===== config.mk =====
export PLATFORM = sky130hd
export DESIGN_NAME = sab_ctrl
export DESIGN_NICKNAME = d
export VERILOG_FILES = /design/src/common/sab_pkg.sv /design/src/rtl/sab_ctrl.sv
export SDC_FILE = /design/constraint.sdc
export NUM_CORES = 1
export LEC_CHECK = 0
export BUFFER_PORTS_ARGS = -buffer_cell sky130_fd_sc_hd__clkbuf_2
export CAP_MARGIN = 20
export CELL_PAD_IN_SITES_DETAIL_PLACEMENT = 2
export CELL_PAD_IN_SITES_GLOBAL_PLACEMENT = 2
export CORE_MARGIN = 2
export CORE_UTILIZATION = 34
export CTS_CLUSTER_DIAMETER = 150
export DETAILED_ROUTE_END_ITERATION = 7
export GPL_TIMING_DRIVEN = 0
export PLACE_DENSITY = 0.94
export SETUP_SLACK_MARGIN = 0.5
export SLEW_MARGIN = 20
export SYNTH_ARGS = -nofsm -noshare
export SYNTH_HDL_FRONTEND = slang
export SYNTH_SLANG_ARGS = --single-unit

===== constraint.sdc =====
create_clock -name hclk -period 4.7 [get_ports hclk]
set_input_delay 0.94 -clock hclk [delete_from_list [all_inputs] [get_ports hclk]]
set_output_delay 0.94 -clock hclk [all_outputs]
set_load 0.05 [all_outputs]

===== src/common/sab_pkg.sv =====
`default_nettype none
package sab_pkg;
  // ==========================================================
  // converter geometry
  localparam int RES_W      = 12;
  localparam int SHORT_BITS = 8;
  localparam int NIB_W      = 4;

  // ==========================================================
  // timing: conversion time spread over the full bit count
  localparam int CLK_PERIOD_NS = 10;
  localparam int CONV_TIME_NS  = 15000;
  // longest time, so rounded down by integer division
  localparam int BIT_CYCLES    = CONV_TIME_NS / (RES_W * CLK_PERIOD_NS);

  // ==========================================================
  // register map (byte addresses, decoded on haddr[7:0])
  localparam logic [7:0] ADDR_CTRL   = 8'h00;
  localparam logic [7:0] ADDR_STATUS = 8'h04;
  localparam logic [7:0] ADDR_RESULT = 8'h08;

  localparam int CTRL_STANDALONE_BIT = 0;
  localparam int STATUS_BUSY_BIT     = 0;
  localparam int STATUS_SHORT_BIT    = 1;
  localparam logic CTRL_STANDALONE_RST = 1'b0;

  // ==========================================================
  // bus encodings
  localparam logic [1:0] HTRANS_NONSEQ = 2'h2;
  localparam logic       HRESP_OKAY    = 1'b0;

  // ==========================================================
  // conversion sequencer
  typedef enum logic [1:0] {
    SAB_IDLE = 2'b01,
    SAB_CONV = 2'b10
  } sab_state_t;
endpackage
`default_nettype wire


===== src/rtl/sab_ctrl.sv =====
// Local design decisions: the AHB-Lite interface to the registers and the address map.
`timescale 1ns/1ps
`default_nettype none
module sab_ctrl #(
  parameter int BIT_CYCLES = sab_pkg::BIT_CYCLES
) (
  // clock and reset
  input  wire logic        hclk,
  input  wire logic        hresetn,
  // ahb-lite register slave
  input  wire logic        hsel,
  input  wire logic [31:0] haddr,
  input  wire logic [1:0]  htrans,
  input  wire logic        hwrite,
  input  wire logic [2:0]  hsize,
  input  wire logic [31:0] hwdata,
  input  wire logic        hready,
  output logic      [31:0] hrdata,
  output logic             hreadyout,
  output logic             hresp,
  // converter control pins
  input  wire logic        chip_enable,
  input  wire logic        chip_select_n,
  input  wire logic        read_convert,
  input  wire logic        byte_addr_short_cycle,
  input  wire logic        word_width_sel,
  // result pins, each group with its output enable
  output logic      [3:0]  upper_nibble_out,
  output logic             upper_nibble_oe,
  output logic      [3:0]  middle_nibble_out,
  output logic             middle_nibble_oe,
  output logic      [3:0]  lower_nibble_out,
  output logic             lower_nibble_oe,
  output logic             conversion_busy_flag,
  // successive-approximation front end
  output logic      [11:0] dac_trial,
  input  wire logic        comp_above
);

  localparam int RW = sab_pkg::RES_W;
  localparam int NW = sab_pkg::NIB_W;
  localparam logic [3:0] LAST_FULL  = 4'h0;
  localparam logic [3:0] LAST_SHORT = 4'(RW - sab_pkg::SHORT_BITS);
  localparam logic [3:0] TOP_BIT    = 4'(RW - 1);
  localparam logic [15:0] CNT_LAST  = 16'(BIT_CYCLES - 1);
  localparam sab_pkg::sab_state_t SAB_IDLE = sab_pkg::SAB_IDLE;
  localparam sab_pkg::sab_state_t SAB_CONV = sab_pkg::SAB_CONV;

  // ==========================================================
  // elaboration checks
  if (BIT_CYCLES < 1 || BIT_CYCLES * RW > 65535)
  begin : g_bad_bit_cycles
    $error("BIT_CYCLES out of range");
  end

  // ==========================================================
  // command decode
  sab_pkg::sab_state_t state_q;
  logic        standalone_q;
  logic        rc_prev_q;
  logic        conv_lvl_q;
  logic        short_q;
  logic        selected;
  logic        conv_lvl;
  logic        start;
  logic        rd;

  // enable high and select low both needed for any command
  assign selected = chip_enable && !chip_select_n;
  assign conv_lvl = selected && !read_convert;
  // full control acts on the start level's leading edge, so a held
  // convert level does not retrigger after completion
  always_comb
  begin
    if (standalone_q)
      start = selected && rc_prev_q && !read_convert;
    else
      start = conv_lvl && !conv_lvl_q;
    start = start && (state_q == SAB_IDLE);
  end
  // result is not available while converting
  assign rd = selected && read_convert && (state_q == SAB_IDLE);

  always_ff @(posedge hclk or negedge hresetn)
  begin
    if (!hresetn)
    begin
      rc_prev_q  <= 1'b1;
      conv_lvl_q <= 1'b0;
    end
    else
    begin
      rc_prev_q  <= read_convert;
      conv_lvl_q <= conv_lvl;
    end
  end

  // ==========================================================
  // successive-approximation sequencer
  logic [11:0] trial_q;
  logic [11:0] decided;
  logic [11:0] res_q;
  logic [3:0]  bit_q;
  logic [15:0] cnt_q;
  logic        bit_end;
  logic        last_bit;
  assign bit_end  = (cnt_q == CNT_LAST);
  assign last_bit = (bit_q == (short_q ? LAST_SHORT : LAST_FULL));
  always_comb
  begin
    decided = trial_q;
    decided[bit_q] = comp_above;
  end
  always_ff @(posedge hclk or negedge hresetn)
  begin
    if (!hresetn)
    begin
      state_q <= SAB_IDLE;
      trial_q <= 12'h000;
      res_q   <= 12'h000;
      bit_q   <= 4'h0;
      cnt_q   <= 16'h0000;
      short_q <= 1'b0;
    end
    else
    begin
      case (state_q)
        SAB_IDLE:
        begin
          if (start)
          begin
            state_q <= SAB_CONV;
            // address level at start picks the cycle length
            short_q <= byte_addr_short_cycle;
            trial_q <= 12'h800;
            bit_q   <= TOP_BIT;
            cnt_q   <= 16'h0000;
          end
        end
        SAB_CONV:
        begin
          if (!bit_end)
            cnt_q <= cnt_q + 16'h0001;
          else
          begin
            cnt_q <= 16'h0000;
            if (last_bit)
            begin
              // msb first, code read as fraction of full scale;
              // bipolar offset comes out as offset binary unchanged
              res_q   <= decided;
              trial_q <= decided;
              state_q <= SAB_IDLE;
            end
            else
            begin
              trial_q          <= decided;
              trial_q[bit_q-1] <= 1'b1;
              bit_q            <= bit_q - 4'h1;
            end
          end
        end
        default:
          state_q <= SAB_IDLE;
      endcase
    end
  end

  always_ff @(posedge hclk or negedge hresetn)
  begin
    if (!hresetn)
      conversion_busy_flag <= 1'b0;
    else if (start)
      conversion_busy_flag <= 1'b1;
    else if (state_q == SAB_CONV && bit_end && last_bit)
      conversion_busy_flag <= 1'b0;
  end
  assign dac_trial = trial_q;

  // ==========================================================
  // output groups, registered from pin state
  always_ff @(posedge hclk or negedge hresetn)
  begin
    if (!hresetn)
    begin
      upper_nibble_oe   <= 1'b0;
      middle_nibble_oe  <= 1'b0;
      lower_nibble_oe   <= 1'b0;
      upper_nibble_out  <= 4'h0;
      middle_nibble_out <= 4'h0;
      lower_nibble_out  <= 4'h0;
    end
    else
    begin
      upper_nibble_out <= res_q[RW-1 -: NW];
      lower_nibble_out <= res_q[NW-1:0];
      if (word_width_sel)
      begin
        // one word read, address ignored
        upper_nibble_oe   <= rd;
        middle_nibble_oe  <= rd;
        lower_nibble_oe   <= rd;
        middle_nibble_out <= res_q[2*NW-1 -: NW];
      end
      else if (!byte_addr_short_cycle)
      begin
        upper_nibble_oe   <= rd;
        middle_nibble_oe  <= rd;
        lower_nibble_oe   <= 1'b0;
        middle_nibble_out <= res_q[2*NW-1 -: NW];
      end
      else
      begin
        upper_nibble_oe   <= 1'b0;
        middle_nibble_oe  <= rd;
        lower_nibble_oe   <= rd;
        middle_nibble_out <= 4'h0;
      end
    end
  end

  // ==========================================================
  // ahb-lite slave, zero wait states
  logic       wr_pend_q;
  logic [7:0] wr_addr_q;
  logic       aphase;
  logic [7:0] aaddr;
  logic [31:0] rd_mux;
  assign aphase = hsel && hready && (htrans[1] == sab_pkg::HTRANS_NONSEQ[1]);
  assign aaddr  = haddr[7:0];
  always_comb
  begin
    rd_mux = 32'h0000_0000;
    if (aaddr == sab_pkg::ADDR_CTRL)
      rd_mux[sab_pkg::CTRL_STANDALONE_BIT] = standalone_q;
    else if (aaddr == sab_pkg::ADDR_STATUS)
    begin
      rd_mux[sab_pkg::STATUS_BUSY_BIT]  = conversion_busy_flag;
      rd_mux[sab_pkg::STATUS_SHORT_BIT] = short_q;
    end
    else if (aaddr == sab_pkg::ADDR_RESULT)
      rd_mux[RW-1:0] = res_q;
  end
  always_ff @(posedge hclk or negedge hresetn)
  begin
    if (!hresetn)
    begin
      wr_pend_q <= 1'b0;
      wr_addr_q <= 8'h00;
      hrdata    <= 32'h0000_0000;
      hreadyout <= 1'b1;
      hresp     <= sab_pkg::HRESP_OKAY;
    end
    else
    begin
      wr_pend_q <= aphase && hwrite;
      if (aphase)
        wr_addr_q <= aaddr;
      // read data captured at the address phase, valid in data phase
      if (aphase && !hwrite)
        hrdata <= rd_mux;
      hreadyout <= 1'b1;
      hresp     <= sab_pkg::HRESP_OKAY;
    end
  end
  // mode change is blocked mid-conversion to keep the cycle coherent
  always_ff @(posedge hclk or negedge hresetn)
  begin
    if (!hresetn)
      standalone_q <= sab_pkg::CTRL_STANDALONE_RST;
    else if (wr_pend_q && wr_addr_q == sab_pkg::ADDR_CTRL
             && state_q == SAB_IDLE)
      standalone_q <= hwdata[sab_pkg::CTRL_STANDALONE_BIT];
  end

  // ==========================================================
  // checks
  logic [15:0] busy_len_q;
  always_ff @(posedge hclk or negedge hresetn)
  begin
    if (!hresetn)
      busy_len_q <= 16'h0000;
    else if (start)
      busy_len_q <= 16'h0000;
    else if (conversion_busy_flag)
      busy_len_q <= busy_len_q + 16'h0001;
  end
endmodule
`default_nettype wire


==> results of run 1 <==
## worst max-delay path by stage
stage,end,from,slack (ps)
floorplan,hrdata[10],haddr[7],2160
global placement,hrdata[8],haddr[7],1690
detailed placement,hrdata[8],haddr[7],1540
CTS,res_q[11],bit_q[0],1790
global route,res_q[11],bit_q[0],1610
finish,res_q[11],bit_q[0],1720
## layout make-up
type | instances | area [µm²]
well taps | 172 | 215
clock inverters | 3 | 42.5
multi-input cells | 270 | 1930
fillers | 1315 | 7330
clock buffers | 13 | 250
plain buffers | 38 | 238
inverters | 19 | 71.3
flip-flops and latches | 87 | 2180
repair buffers | 60 | 309
## synth_stat cells, drive strengths merged (6+ instances only)
cell type	n	area [µm²]
dfrtp	85	2130
a31oi	13	81.3
nand3	10	50.1
a21oi	9	45.0
buf	27	196
a22o	15	131
nor3b	7	68.8
ha	9	113
and2	7	43.8
o21a	8	60.1
nor2b	6	37.5
nand2	25	93.8
inv	19	71.3
mux2	18	203
nand2b	6	37.5
nor2	12	52.6
or4	7	60.1
clkbuf	11	41.3
o21ai	17	85.1
nand3b	9	67.6
mux2i	29	290
## critical path, cell delays in order, from the launching register on
cell,delay (ps)
dfrtp_1,470
inv_1,190
ha_1,390
nor2b_1,440
and2_1,290
nor3b_4,430
buf_6,250
mux2_1,390
## cell families after synthesis
family	synth area share
buffers and inverters	0.0712
muxes	0.114
DFF	0.502
other	0.00173
adders and majority gates	0.0259
AOI/OAI and AO/OA	0.131
xor gates and xnor gates	0.00403
and+or+nand+nor	0.151
## per-stage QoR
step / hold WS [ps] / setup slack, ps / area [µm²]
after floorplan: 368 / 2160 / 4420
after global placement: 382 / 1690 / 4930
after detailed placement: 403 / 1540 / 4940
after CTS: 428 / 1790 / 5240
after global routing: 439 / 1610 / 5240
final: 428 / 1720 / 5240
## layer usage
layer	share of wire	global-route usage	wire (µm)	vias to the layer above
met1	0.38	0.251	5810	1846
met3	0.042	0.0463	644	38
met2	0.54	0.430	8220	121
met5	0.00085	0	13	-
li1	-	-	-	1561
met4	0.036	0.117	553	2
## power by group
part | leakage, nW | switching, mW | total, mW | internal (mW)
clock | 0.140 | 0.308 | 0.735 | 0.427
sequential | 1.07 | 0.0663 | 0.872 | 0.806
combinational | 1.18 | 0.165 | 0.255 | 0.0898
total | 2.39 | 0.540 | 1.86 | 1.32
## registers in the layout, summed over array words and instances, names as in the netlist, 2 cells and up
signal and cells:
bit_q 4, state_q 2, lower_nibble_out 4, cnt_q 16
upper_nibble_out 4, dac_trial 12, wr_addr_q 8, res_q 12
hrdata 12, middle_nibble_out 4
==> metrics, run 1 <==
IO buf count 60; fmax 0.336 GHz; Vias per Instance 5.39; Final Skew 8.76 ps; final wirelength 15.2 mm; ys async rst share 1.00; CTS resizes 0; Worst Hold Class reg2reg; area grow syn2layout 20.5%; routed vias 3568; total track usage 0.232; Worst EP required 4920 ps; Worst EP arrival 3200 ps; RSZ-0062 raised after global routing false; RR Endpoint res_q[11]; Post-Syn Instances 394; hold worst-path end lower_nibble_out[2]; Hold Fails Final Rpt 0; gpl congestion 0.857; vias in the first global route 4118; Hold Path Depth 0; first-pass GRT wire length 23.6 mm; Starting Density 0.346; CP Capture Type flop; crit start category flop; Slew @ Worst Pin 884 ps; Slew headroom 0.408; chip height 117 µm; Total Nets Final 574; gr ovfl total 0; Clock Tree Root clkbuf_16; syn_area_per_cell 11.0 µm²; r2r startpoint bit_q[0]; post-synthesis register bit count 87; final slew viol count 0; PD cells 356 nW/µm²; row count 41; Top Ports 142; fin cells 662; Post-synth EDFFs 0; reg2reg path depth 7; Setup TNS 0 ps; Tot Pwr 1.86 mW; Post-Route Utilization 0.417; Final Setup Violations 0; post-CTS setup buffers 0; DIE AREA 13700 µm²; kind of critical path reg2reg; DRT antenna net count 0; DRT Pass-1 Iters 4; TritonCTS clock tree yes; number of diodes 0; max cap viols 0; mapped cell area 4340 µm²; largest net degree at the start of global routing 88; DRC Markers 0; crit-path max FO 10; commonest non-fill, non-tap cells in the layout dfrtp_1 (85), clkbuf_2 (59), mux2i_1 (29); Cells after DPL 646; Clock Sinks 87; # H-tree levels 3; buffer levels on the longest clock path 2; initial antenna violation count 1; placed wire-length estimate 9.86 mm; Leak 2.39 nW; Tmin final 2980 ps; core footprint 12600 µm²; DIE WIDTH 117 µm; Clock transition at path regs 70 ps; most common cell after layout, fill and taps aside dfrtp_1; CTS Buf Count 9; share of layout cells above drive strength 1 0.259; Synthesis Warnings 0; VDD IR-drop max 0.000214 V; reg2reg setup slack 1720 ps; Hold Crit Start res_q[2]; wire per inst 23.0 µm; worst skew pair latency 350 ps; post-synthesis sequential area ratio 0.502; DR iter-0 viols 292; library cells used by synthesis 55; status complete, no violations; crit share post-route 0.634; Synth Flop Type dfrtp_1; Hold Buf Count CTS 0
No activity file was read; power rests on OpenSTA's default activity.
==> run 2: changes to the inputs <==
--- a/config.mk
+++ b/config.mk
@@ -10,11 +10,11 @@
 export CELL_PAD_IN_SITES_DETAIL_PLACEMENT = 2
 export CELL_PAD_IN_SITES_GLOBAL_PLACEMENT = 2
 export CORE_MARGIN = 2
-export CORE_UTILIZATION = 34
+export CORE_UTILIZATION = 31
 export CTS_CLUSTER_DIAMETER = 150
 export DETAILED_ROUTE_END_ITERATION = 7
 export GPL_TIMING_DRIVEN = 0
-export PLACE_DENSITY = 0.94
+export PLACE_DENSITY = 0.87
 export SETUP_SLACK_MARGIN = 0.5
 export SLEW_MARGIN = 20
 export SYNTH_ARGS = -nofsm -noshare
==> constraint.sdc (replaced) <==
create_clock -name hclk -period 2.9 [get_ports hclk]
set_input_delay 0.58 -clock hclk [delete_from_list [all_inputs] [get_ports hclk]]
set_output_delay 0.58 -clock hclk [all_outputs]
set_load 0.05 [all_outputs]
==> run 2 against run 1 <==
Maximum frequency rose by 19%. Clock power rose by 88%. Combinational power rose by 110%. Non-clock buffer count rose by 23. Critical endpoint unchanged. Via count rose by 0.98%. Final cell count rose by 4.7%.
==> metrics, run 2 (synthesized netlist as in run 1, its figures left out) <==
status complete, no violations; Hold Buf Count CTS 0 (unchanged); crit start category flop; core footprint 13800 µm² (+9.6%); DRT Pass-1 Iters 4 (unchanged); Worst Hold Class in2async; Top Ports 142 (unchanged); Slew headroom 0.528 (+0.120); VDD IR-drop max 0.000281 V (+31%); final slew viol count 0 (unchanged); gr ovfl total 0 (unchanged); DIE WIDTH 122 µm (+4.6%); chip height 122 µm (+4.6%); # H-tree levels 3 (unchanged); DRT antenna net count 0 (unchanged); number of diodes 0 (unchanged); Clock transition at path regs 70 ps (about the same); worst skew pair latency 350 ps (about the same); Hold Fails Final Rpt 0 (unchanged); DRC Markers 0 (unchanged); max cap viols 0 (unchanged); Fin Hold WS 282 ps (-146 ps); Largest Register cnt_q; first-pass GRT wire length 22.8 mm (-3.6%); total track usage 0.202 (-0.0306); Setup TNS 0 ps (unchanged); placed wire-length estimate 9.25 mm (-6.2%); Leak 2.56 nW (+7.2%); Worst EP required 3130 ps (-1790 ps); Final Skew 8.21 ps (-0.549 ps); crit-path max FO 5 (-5); DIE AREA 15000 µm² (+9.3%); fmax 0.399 GHz (+19%); commonest non-fill, non-tap cells in the layout dfrtp_1 (82), clkbuf_2 (61), buf_4 (44); TritonCTS clock tree yes; row count 43 (+4.9%); CP Capture Type flop; reg2reg path depth 5 (-2); initial antenna violation count 0 (-1); kind of critical path reg2reg; Total Nets Final 597 (+4.0%); Vias per Instance 5.20 (-3.5%); PD cells 594 nW/µm² (+67%); gpl congestion 0.839 (-2.0%); largest net degree at the start of global routing 88 (unchanged); Final Setup Violations 0 (unchanged); area grow syn2layout 28.4%; buffer levels on the longest clock path 2 (unchanged); DR iter-0 viols 209 (-28%); Clock Tree Root clkbuf_16; Tmin final 2510 ps (-474 ps); Largest register FFs 16 (unchanged); Worst EP arrival 2740 ps (-460 ps); routed vias 3603 (+0.98%); Clock Sinks 87 (unchanged); most common cell after layout, fill and taps aside dfrtp_1; vias in the first global route 3911 (-5.0%); final wirelength 15.1 mm (-1.1%); wire per inst 21.7 µm (-5.5%); crit share post-route 0.864 (+0.230); Slew @ Worst Pin 708 ps (-176 ps); IO buf count 60 (unchanged); RSZ-0062 raised after global routing true; CTS Buf Count 9 (unchanged); share of layout cells above drive strength 1 0.322 (+0.0625); Starting Density 0.315 (-0.0302)
## run 2: changes by cell type in the layout (fill, tap and decap cells not counted), moves of 3 or more
cell,before,now
buf_4,23,44
clkbuf_1,14,10
mux2_4,0,4
dfrtp_1,85,82
dfrtp_2,0,3
mux2_2,17,14
## run 2: routing by layer
metal	track usage	wire [µm]	up-vias
met1	0.233	6040	1869
met2	0.363	8020	98
met4	0.0977	435	0
met3	0.0307	573	30
li1	-	-	1606
met5	0	0	-
## run 2: final cells by class
cell class / instances / area [µm²]
Fill cell: 1456 / 8200
Sequential cell: 87 / 2180
Multi-Input combinational cell: 270 / 2000
Timing Repair Buffer: 83 / 493
Buffer: 38 / 256
Clock buffer: 11 / 243
Tap cell: 180 / 225
Clock inverter: 5 / 104
Inverter: 19 / 71.3
## run 2: worst paths after layout
| check | startpoint | end | slack, ps |
|---|---|---|---|
| setup / recovery | cnt_q[15] | res_q[11] | 390 |
| hold / removal | hresetn | wr_pend_q | 280 |
| setup reg to reg | cnt_q[15] | res_q[11] | 390 |
| hold reg to reg | res_q[0] | lower_nibble_out[0] | 410 |
| max in group asynchronous | hresetn | cnt_q[7] | 2110 |
| min in group hclk | read_convert | rc_prev_q | 340 |
## run 2: stage by stage
step	setup slack [ps]	std cells	power (mW)	instance area, µm²	util
3_3_place_gp	242	654	1.80	4950	0.360
6_report	394	693	3.31	5580	0.405
2_1_floorplan	491	414	1.69	4430	-
5_1_grt	352	693	3.43	5580	0.405
4_1_cts	411	682	3.29	5430	0.394
3_5_place_dp	181	654	1.84	4960	0.360
## run 2: power breakdown
part | total [mW] | internal [mW] | switching, mW
sequential | 1.40 | 1.31 | 0.0939
clock | 1.38 | 0.868 | 0.507
combinational | 0.533 | 0.212 | 0.321
## run 2: timing repair
action / 4_1_cts / 5_1_grt
endpoints found under the setup margin: 25 / 49
buffers inserted: 11 / 11
endpoints found under the hold margin: 0 / 0
gates resized for setup: 12 / 17
pin swaps: 3 / 6
gates cloned: 1 / 0
## run 2: worst max-delay path: stages, from the launching register on
cell,delay (ps)
dfrtp_1,420
or4b_4,570
or4_4,570
nor3b_4,330
buf_6,200
mux2_4,300
